--- src/verilog/port_regs_defs.svh ---
`ifndef PORT_REGS_DEFS_SVH
`define PORT_REGS_DEFS_SVH

// ----------------------------------------------------------------------
// Register offsets
// ----------------------------------------------------------------------
`define PORT_SELECT_ADDR      8'h4c
`define PARITY_HIGH_ADDR      8'h55
`define PARITY_LOW_ADDR       8'h56
`define SELFTEST_TALLY_ADDR   8'h57
`define REVERSE_CFG_ADDR      8'h58

// ----------------------------------------------------------------------
// Reverse channel config fields
// ----------------------------------------------------------------------
`define CFG_PASS_ALL_BIT      7
`define CFG_PASS_MATCH_BIT    6
`define CFG_AUTO_ACK_BIT      5
`define CFG_FORCE_ON_BIT      4
`define CFG_CRC_GEN_BIT       3
`define CFG_RATE_MSB          2
`define CFG_RATE_LSB          0

// ----------------------------------------------------------------------
// Reset values and counts
// ----------------------------------------------------------------------
`define CFG_RESET_HIGH        5'h03
`define COUNT_RESET           16'h0000
`define NUM_PORTS             4
`define PORT_SEL_RESET        8'h00

`endif

--- src/verilog/port_regs_pkg.sv ---
package port_regs_pkg;

  typedef enum logic [2:0] {
    RATE_2P5M  = 3'h0,
    RATE_RSV1  = 3'h1,
    RATE_10M   = 3'h2,
    RATE_RSV3  = 3'h3,
    RATE_RSV4  = 3'h4,
    RATE_RSV5  = 3'h5,
    RATE_50M   = 3'h6,
    RATE_RSV7  = 3'h7
  } rate_code_t;

  typedef struct packed {
    logic       pass_all;
    logic       pass_match;
    logic       auto_ack;
    logic       force_on;
    logic       crc_gen_en;
    rate_code_t rate_sel;
  } reverse_cfg_t;

  typedef struct packed {
    logic       write;
    logic       read;
    logic       from_link;
    logic [7:0] addr;
    logic [7:0] wdata;
  } reg_access_t;

  typedef struct packed {
    logic       channel_en;
    logic       crc_gen_en;
    logic       pass_all;
    logic       pass_match;
    logic       auto_ack;
    logic       rate_valid;
    rate_code_t rate_sel;
  } channel_ctrl_t;

endpackage

--- src/verilog/pin_sync.sv ---
`timescale 1ns/1ps

module pin_sync (
  // Clock and reset
  input  wire logic i_clk,
  input  wire logic i_resetn,
  // Pin in, synchronised out
  input  wire logic i_pin,
  output logic      o_level
);

  logic meta_q;
  logic sync_q;

  always_ff @(posedge i_clk or negedge i_resetn) begin
    if (!i_resetn) begin
      meta_q <= 1'b0;
      sync_q <= 1'b0;
    end else begin
      meta_q <= i_pin;
      sync_q <= meta_q;
    end
  end

  assign o_level = sync_q;

endmodule // pin_sync

--- src/verilog/parity_counter.sv ---
`timescale 1ns/1ps
`include "port_regs_defs.svh"

module parity_counter (
  // Clock and reset
  input  wire logic        i_clk,
  input  wire logic        i_resetn,
  // Events
  input  wire logic        i_parity_err,
  input  wire logic        i_lock_valid,
  input  wire logic        i_low_read,
  // Count
  output logic [15:0]      o_count
);

  logic [15:0] count_q;
  logic [15:0] count_d;
  wire         restart = i_lock_valid | i_low_read;
  wire         at_max  = &count_q;

  // Error in the clearing cycle starts the new count at one
  assign count_d = restart ? {15'h0000, i_parity_err}
                 : (i_parity_err && !at_max) ? count_q + 16'h0001
                 : count_q;

  always_ff @(posedge i_clk or negedge i_resetn) begin
    if (!i_resetn) begin
      count_q <= `COUNT_RESET;
    end else begin
      count_q <= count_d;
    end
  end

  assign o_count = count_q;

endmodule // parity_counter

--- src/verilog/port_link_errors_and_backchannel_cfg.sv ---
// How it works
// - Port-select register picks which port copy
// - Count parity errors since lock or read
// - Low count read returns then clears, if any port is selected
// - Read-only self-test error tally per port
// - Pass-all bit forwards every I2C transaction
// - Match bit forwards address-matched transactions only
// - Auto-ack bit acknowledges all writes locally
// - Force-on keeps channel on, else forwarding
// - Force-on writable only from local master
// - CRC generation follows enable bit
// - Rate field resets from sampled strap
// - Rate codes 000 2.5M, 010 10M
// - Brief errors after rate change tolerated
// - High count byte cleared on low read with a port selected
`timescale 1ns/1ps
`include "port_regs_defs.svh"

module port_link_errors_and_backchannel_cfg (
  // Clock and reset
  input  wire logic                          i_clk,
  input  wire logic                          i_resetn,
  // Register access
  input  wire port_regs_pkg::reg_access_t    i_access,
  output logic [7:0]                         o_rdata,
  // Strap pins
  input  wire logic [2:0]                    i_rate_strap,
  // Per-port link events
  input  wire logic [`NUM_PORTS-1:0]         i_parity_err,
  input  wire logic [`NUM_PORTS-1:0]         i_lock_valid,
  input  wire logic [`NUM_PORTS*8-1:0]       i_selftest_errs,
  // Per-port reverse channel control
  input  wire logic [`NUM_PORTS-1:0]         i_addr_match,
  output port_regs_pkg::channel_ctrl_t [`NUM_PORTS-1:0] o_ctrl
);

  // --------------------------------------------------------------------
  // Strap capture
  // --------------------------------------------------------------------
  logic [2:0] strap_sync;
  logic       strap_done_q;
  logic [2:0] strap_q;

  genvar s;
  generate
    for (s = 0; s < 3; s = s + 1) begin : g_strap
      pin_sync u_sync (
        .i_clk    (i_clk),
        .i_resetn (i_resetn),
        .i_pin    (i_rate_strap[s]),
        .o_level  (strap_sync[s])
      );
    end
  endgenerate

  // Strap settles through the synchroniser before being latched
  logic [1:0] strap_wait_q;
  wire        strap_take = !strap_done_q && (strap_wait_q == 2'h3);

  always_ff @(posedge i_clk or negedge i_resetn) begin
    if (!i_resetn) begin
      strap_wait_q <= 2'h0;
      strap_done_q <= 1'b0;
      strap_q      <= 3'h0;
    end else begin
      if (strap_wait_q != 2'h3) begin
        strap_wait_q <= strap_wait_q + 2'h1;
      end
      if (strap_take) begin
        strap_done_q <= 1'b1;
        strap_q      <= strap_sync;
      end
    end
  end

  // --------------------------------------------------------------------
  // Port select and decode
  // --------------------------------------------------------------------
  logic [7:0] port_sel_q;

  wire sel_hit   = i_access.addr == `PORT_SELECT_ADDR;
  wire hi_hit    = i_access.addr == `PARITY_HIGH_ADDR;
  wire lo_hit    = i_access.addr == `PARITY_LOW_ADDR;
  wire tally_hit = i_access.addr == `SELFTEST_TALLY_ADDR;
  wire cfg_hit   = i_access.addr == `REVERSE_CFG_ADDR;

  always_ff @(posedge i_clk or negedge i_resetn) begin
    if (!i_resetn) begin
      port_sel_q <= `PORT_SEL_RESET;
    end else if (i_access.write && sel_hit) begin
      port_sel_q <= i_access.wdata;
    end
  end

  // One-hot select bits; several set gives a broadcast write
  wire [`NUM_PORTS-1:0] port_en = port_sel_q[`NUM_PORTS-1:0];

  // Reads come from the lowest selected port
  logic [1:0] read_port;
  always_comb begin
    read_port = 2'h0;
    for (int p = `NUM_PORTS - 1; p >= 0; p--) begin
      if (port_en[p]) begin
        read_port = p[1:0];
      end
    end
  end

  // --------------------------------------------------------------------
  // Per-port registers
  // --------------------------------------------------------------------
  logic [15:0]                       count     [`NUM_PORTS];
  port_regs_pkg::reverse_cfg_t       cfg_q     [`NUM_PORTS];
  logic [7:0]                        tally     [`NUM_PORTS];

  genvar g;
  generate
    for (g = 0; g < `NUM_PORTS; g = g + 1) begin : g_port
      wire low_read = i_access.read && lo_hit &&
                      (read_port == 2'(g)) && (port_en != '0);
      wire cfg_wr   = i_access.write && cfg_hit && port_en[g];

      parity_counter u_count (
        .i_clk        (i_clk),
        .i_resetn     (i_resetn),
        .i_parity_err (i_parity_err[g]),
        .i_lock_valid (i_lock_valid[g]),
        .i_low_read   (low_read),
        .o_count      (count[g])
      );

      assign tally[g] = i_selftest_errs[g*8 +: 8];

      always_ff @(posedge i_clk or negedge i_resetn) begin
        if (!i_resetn) begin
          cfg_q[g].pass_all   <= 1'b0;
          cfg_q[g].pass_match <= 1'b0;
          cfg_q[g].auto_ack   <= 1'b0;
          cfg_q[g].force_on   <= 1'b1;
          cfg_q[g].crc_gen_en <= 1'b1;
          cfg_q[g].rate_sel   <= port_regs_pkg::RATE_2P5M;
        end else if (strap_take) begin
          cfg_q[g].rate_sel <= port_regs_pkg::rate_code_t'(strap_sync);
        end else if (cfg_wr) begin
          cfg_q[g].pass_all   <= i_access.wdata[`CFG_PASS_ALL_BIT];
          cfg_q[g].pass_match <= i_access.wdata[`CFG_PASS_MATCH_BIT];
          cfg_q[g].auto_ack   <= i_access.wdata[`CFG_AUTO_ACK_BIT];
          if (!i_access.from_link) begin
            cfg_q[g].force_on <= i_access.wdata[`CFG_FORCE_ON_BIT];
          end
          cfg_q[g].crc_gen_en <= i_access.wdata[`CFG_CRC_GEN_BIT];
          cfg_q[g].rate_sel   <= port_regs_pkg::rate_code_t'(
            i_access.wdata[`CFG_RATE_MSB:`CFG_RATE_LSB]);
        end
      end

      // Reserved rate codes leave the rate invalid; the channel
      // keeps running so a brief mis-set is not a hard fault
      wire rate_ok = (cfg_q[g].rate_sel == port_regs_pkg::RATE_2P5M) ||
                     (cfg_q[g].rate_sel == port_regs_pkg::RATE_10M)  ||
                     (cfg_q[g].rate_sel == port_regs_pkg::RATE_50M);

      assign o_ctrl[g].channel_en = cfg_q[g].force_on ||
                                    cfg_q[g].pass_all ||
                                    cfg_q[g].pass_match;
      assign o_ctrl[g].crc_gen_en = cfg_q[g].crc_gen_en;
      assign o_ctrl[g].pass_all   = cfg_q[g].pass_all;
      assign o_ctrl[g].pass_match = cfg_q[g].pass_match &&
                                    i_addr_match[g];
      assign o_ctrl[g].auto_ack   = cfg_q[g].auto_ack;
      assign o_ctrl[g].rate_valid = rate_ok;
      assign o_ctrl[g].rate_sel   = cfg_q[g].rate_sel;
    end
  endgenerate

  // --------------------------------------------------------------------
  // Read data
  // --------------------------------------------------------------------
  port_regs_pkg::reverse_cfg_t rd_cfg;
  assign rd_cfg = cfg_q[read_port];

  wire [7:0] rd_mux =
      sel_hit   ? port_sel_q :
      hi_hit    ? count[read_port][15:8] :
      lo_hit    ? count[read_port][7:0] :
      tally_hit ? tally[read_port] :
      cfg_hit   ? rd_cfg :
                  8'h00;

  always_ff @(posedge i_clk or negedge i_resetn) begin
    if (!i_resetn) begin
      o_rdata <= 8'h00;
    end else if (i_access.read) begin
      o_rdata <= rd_mux;
    end
  end

endmodule // port_link_errors_and_backchannel_cfg

--- config.mk ---
export PLATFORM = sky130hd
export DESIGN_NAME = port_link_errors_and_backchannel_cfg
export DESIGN_NICKNAME = d
export VERILOG_FILES = /design/src/verilog/port_regs_pkg.sv /design/src/verilog/pin_sync.sv /design/src/verilog/parity_counter.sv /design/src/verilog/port_link_errors_and_backchannel_cfg.sv
export VERILOG_INCLUDE_DIRS = /design/src /design/src/verilog
export SDC_FILE = /design/constraint.sdc
export NUM_CORES = 1
export LEC_CHECK = 0
export ABC_AREA = 1
export BUFFER_PORTS_ARGS = -buffer_cell sky130_fd_sc_hd__buf_2
export CORE_ASPECT_RATIO = 0.8
export CORE_MARGIN = 4
export CORE_UTILIZATION = 25
export CTS_CLUSTER_SIZE = 25
export DETAILED_ROUTE_END_ITERATION = 16
export HOLD_SLACK_MARGIN = 0.12
export PLACE_DENSITY = 0.4
export SLEW_MARGIN = 20
export SYNTH_ARGS = -nofsm -noshare
export SYNTH_HDL_FRONTEND = slang
export SYNTH_SLANG_ARGS = --single-unit
--- constraint.sdc ---
create_clock -name i_clk -period 1.9 [get_ports i_clk]
set_input_delay 0.095 -clock i_clk [delete_from_list [all_inputs] [get_ports i_clk]]
set_output_delay 0.095 -clock i_clk [all_outputs]
set_load 0.005 [all_outputs]
# [After elaboration in Yosys (flattened, before gate mapping)]
# Index checks and enable logic that the tools add are counted.
[op_classes] n_addsub=5 mul=0 n_div=0 n_reduce_logical=71 shift=0 muxes=34 bitwise=7 n_lt_le_gt_ge=1 eq_ne=18
[op_table] cell="2-to-1 mux 16 bit" n=10
[op_table] cell="2-to-1 mux 8 bit" n=9
[op_table] cell="adder 16 x 1 -> 16 bit, second input constant" n=4
[op_table] cell="AND reduction 16 bit" n=4
[op_table] cell="== test 8 x 7 -> 1 bit, second input constant" n=5
[op_table] cell="binary-select mux 16 bit (select 2 bit)" n=1
[op_table] cell="binary-select mux 8 bit (select 2 bit)" n=2
[op_table] cell="logical AND 1 bit" n=24
[op_table] cell="2-to-1 mux 3 bit" n=8
[op_table] cell="logical OR 1 bit" n=16
[op_table] cell="nonzero test 2 bit" n=8
[op_table] cell="== test 3 x 2 -> 1 bit, second input constant" n=4
[op_table] cell="== test 3 bit, second input constant" n=4
[op_table] cell="logical NOT 3 bit" n=4
[op_table] cell="AND reduction 3 bit" n=4
[op_table] cell="2-to-1 mux 2 bit" n=4
[op_table] cell="AND reduction 2 bit" n=4
[op_table] cell="== test 2 bit, second input constant" n=3
[op_table] cell="logical NOT 1 bit" n=5
[op_table] cell="bitwise OR 1 bit" n=4
[op_table] cell="nonzero test 4 bit" n=1
[op_table] cell="greater-or-equal comparator 3 bit, second input constant" n=1
[op_table] cell="inverter 2 -> 3 bit" n=1
[op_table] cell="adder 2 x 1 -> 2 bit, second input constant" n=1
[op_table] cell="other kinds (4)" n=5
[word_totals] mem_count=0 mem_bits_ro=0 ram_bits=0 elab_cells=174 out_inout_bits=44 inputBits=68 latch_bits=0 register_bits=121

# [Longest topological paths before layout]
[depth] depth_word=13 mapped_depth=12 depth_no_buf=12

# [Hierarchy]
# A second synthesis with hierarchy kept.
[hier_totals] cells_unflattened=1291 hier_area_um2=8697.1
[modules_own_cells] module="parity_counter" cells_each=158 area_per_inst_um2=1092.3 seq_area_each_um2=400.4 n_inst=4
[modules_own_cells] module="port_link_errors_and_backchannel_cfg" cells_each=653 area_per_inst_um2=4177.8 seq_area_each_um2=1286.2 n_inst=1
[modules_own_cells] module="pin_sync" cells_each=2 area_per_inst_um2=50.0 seq_area_each_um2=50.0 n_inst=3

# [Least setup slack after synthesis]
# OpenSTA, ideal clock, no wires.
[synth_timing] path_type="reg-to-reg" startpoint="register g_port[2].u_count.count_q[0]" endpoint="register g_port[2].u_count.count_q[13]" slack_ns=0.206 path_buffers=0 setup_time_ns=0.127 t_required_ns=1.773 arrival_ns=1.568 stages_incl_launch_ff=11 path_cell_list="dfrtp_1 ha_1 nand3_1 nor3_2 nand3_1 nand2_2 inv_2 nor2_4 inv_2 nand2_1 o21ai_0"
[synth_between] elab_chain_cells=4
[synth_rtl] element="start: declaration" line="parity_counter.sv:16" source="logic [15:0] count_q;"
[synth_rtl] element="start signal: assignment" line="parity_counter.sv:28" source="count_q <= `COUNT_RESET;"
[synth_rtl] element="start signal: assignment" line="parity_counter.sv:30" source="count_q <= count_d;"
[synth_rtl] element="branches (longest 4 deep; another with adder 16 x 1 -> 16 bit)"
# Parallel ways; which one is timed is not known. The select of a mux whose other input is x is not followed.
# A chain may end at the register's enable or synchronous reset.

# [Final worst setup path]
[layout_timing] startpoint="register g_port[2].u_count.count_q[0]" endpoint="register g_port[2].u_count.count_q[4]"
# Same word-level chain as after synthesis.

==> summary.txt <==
Run status: finished, final reports clean
Met1 Use GR: 0.266
Peak Freq: 0.562 GHz
Syn nets: 1120
Die ar.: 32900 sq um
WL per Instance: 17.3 um
Critical path launch point type: flop
Clock-pin transition on the worst setup and hold timing paths: 60 ps
Pins Over Slew Limit: 0
Number of global-route vias before repair: 7445
VDD IR-drop max: 0.000588 V
Final setup margin: 121 ps
Clk_lat worst skew: 430 ps
Top delay family on crit path: simple AND/OR/NAND/NOR gates
Syn Area/Cell: 7.18 sq um
Main flop type after synthesis: dfrtp_1
Routing usage on met2: 0.250
Max clock buf depth: 2
Setup CP Type: reg2reg
Post-synth EDFFs: 0
CP Cell Sequence: ha_4 > nand3_2 > nor3_2 > nand3_1 > nand2_2 > inv_2 > nor2_4 > buf_4 > nand2_1 > o31ai_1
WP data arrival: 2110 ps
Antenna viol nets, final: 0
Vias per cell: 4.66
Leak: 4.52 nW
Post-Syn Instances: 1047
Synthesized area: 7520 sq um
Final nets: 1306
Share of flip-flops with an asynchronous set or reset: 1.00
Share of cells above drive strength 1: 0.221
Yosys reg bits: 121
Die width: 202 um
Met3 Track Usage GR: 0.0363
Clk_skew: 9.02 ps
Area of the multi-input gates: 3830 sq um
GR Overflow Total: 0
# setup viols final: 0
Root Buffer: clkbuf_16
TritonCTS clock tree: yes
Setup TNS: 0 ps
GR Util All Layers: 0.174
FF/Latch Area: 3040 sq um
CP bufs+invs: 2
Num Clock Sinks: 121
Boundary pin count: 112
CP max FO: 9
Antenna cell count: 0
Filler instances: 3222
Fin crit share: 0.936
Crit path max-delay cell type: dfrtp_1
Tmin final: 1780 ps
Pre-CTS setup slack: -49.8 ps
Total CTS buffers: 17
Via count: 7706
Library cells used by synthesis: 40
Nature of the critical path endpoint: flop
Core box area: 29500 sq um
Largest stage delay, worst path: 410 ps
DRC viols: 0
Synth warn: 0
Cell Rows: 56
Post-synthesis sequential area ratio: 0.404
DR pass1 iterations: 5
Placer Congestion: 0.846
Layer with the highest usage: met1
First-pass GRT wire length: 44400 um
H-tree depth: 4
Die height: 163 um
Slew headroom: 0.626
Final Hold Viols: 0
Hold crit path type: in2reg
Critical path required time: 2230 ps
Initial antenna violation count: 0
Initial DRC count: 570
Most frequent cells in the layout: nand2_1, buf_2, dfrtp_1
Final Hold Slack: 137 ps
IO Port Bufs: 111
Starting Density: 0.255
Placed wire-length estimate: 22200 um
Largest net degree at the start of global routing: 45
Pwr dens: 675 nW/um^2
Least-Margin Pin Slew: 560 ps
Commonest non-fill, non-tap cell in the layout: nand2_1
Area Overhead vs Synth: 30.4%
MaxCap Viol Count: 0
RSZ-0062 raised after global routing: false
Routed WL: 28600 um
registers in the layout, summed over array words and instances (netlist names):
register                count
o_rdata                     8
g_port.u_count.o_count     64
port_sel_q                  8
g_strap.u_sync.meta_q       3
strap_done_q                1
g_strap.u_sync.o_level      3
strap_wait_q                2
o_ctrl                     24
cfg_q                       8
where the power goes:
group / switching (W) / internal (W)
registers: 0.0000768 / 0.00266
logic: 0.000402 / 0.000289
clock network: 0.00127 / 0.00193
Yosys cell counts (all sizes together) (16+ instances only):
library cell,number,area [sq um]
nand3,106,556
nand2,319,1220
nor2,86,374
o21ai,79,395
nand4,25,156
o31ai,16,120
nor3,39,210
dfrtp,113,2830
buf,39,264
inv,104,393
a21oi,36,180
xor2,28,245
cells by family after synthesis:
kind of cell	share of synthesized area
AOI/OAI and AO/OA	0.113
adders and majority gates	0.00832
DFF	0.404
xor gates and xnor gates	0.0349
and+or+nand+nor	0.348
buffers and inverters	0.0915
metrics by stage:
stage | total power [W] | instance area [sq um] | instances | utilization
global route | 0.00688 | 9800 | 1652 | 0.332
global placement | 0.00342 | 8850 | 1582 | 0.300
CTS | 0.00668 | 9680 | 1641 | 0.328
floorplan | 0.00307 | 7520 | 1047 | -
detailed placement | 0.00341 | 8850 | 1582 | 0.300
finish | 0.00662 | 9800 | 1652 | 0.332
tightest hold or removal path, stage by stage:
cell and delay, ps:
buf_2 90, nand2_1 50, nand3_1 50, o21ai_0 70
nand3_1 70, o21bai_1 60, nand2_1 50
area by class of cell:
| type | instances | area share |
|---|---|---|
| clock buffer | 24 | 0.0502 |
| clock inverter | 8 | 0.00715 |
| inverter | 105 | 0.0407 |
| multi-input combinational | 775 | 0.391 |
| sequential | 121 | 0.310 |
| tap | 406 | 0.0518 |
| timing repair buffer | 213 | 0.149 |
layer usage:
metal	share of wire	routed length, um	vias up
met1	0.52	14900	3662
met5	0	0	-
met3	0.054	1540	18
met4	0.013	375	0
met2	0.41	11800	220
li1	-	-	3806
worst paths after layout:
kind / startpoint / endpoint / slack [ps] / cells after the start
setup / recovery: g_port[2].u_count.o_count[0]$_DFFE_PN0P_ / g_port[2].u_count.o_count[4]$_DFFE_PN0P_ / 120 / 10
hold / removal: i_selftest_errs[29] / o_rdata[5]$_DFFE_PN0P_ / 140 / 7
setup reg to reg: g_port[2].u_count.o_count[0]$_DFFE_PN0P_ / g_port[2].u_count.o_count[4]$_DFFE_PN0P_ / 120 / 10
hold reg to reg: g_strap[2].u_sync.meta_q$_DFF_PN0_ / g_strap[2].u_sync.o_level$_DFF_PN0_ / 360 / 0
max in group asynchronous: i_resetn / g_port[3].u_count.o_count[11]$_DFFE_PN0P_ / 160 / 4
min in group asynchronous: i_resetn / g_port[3].u_count.o_count[4]$_DFFE_PN0P_ / 610 / 3
timing repair:
| item | CTS | global route |
|---|---|---|
| gates resized for setup | 2 | 15 |
| pin swaps | 3 | 8 |
| buffers inserted | 4 | 11 |
| setup endpoints to repair | 8 | 46 |
| hold buffers | 23 | 0 |
| hold endpoints to repair | 175 | 0 |
(Power assumes the default switching activity.)
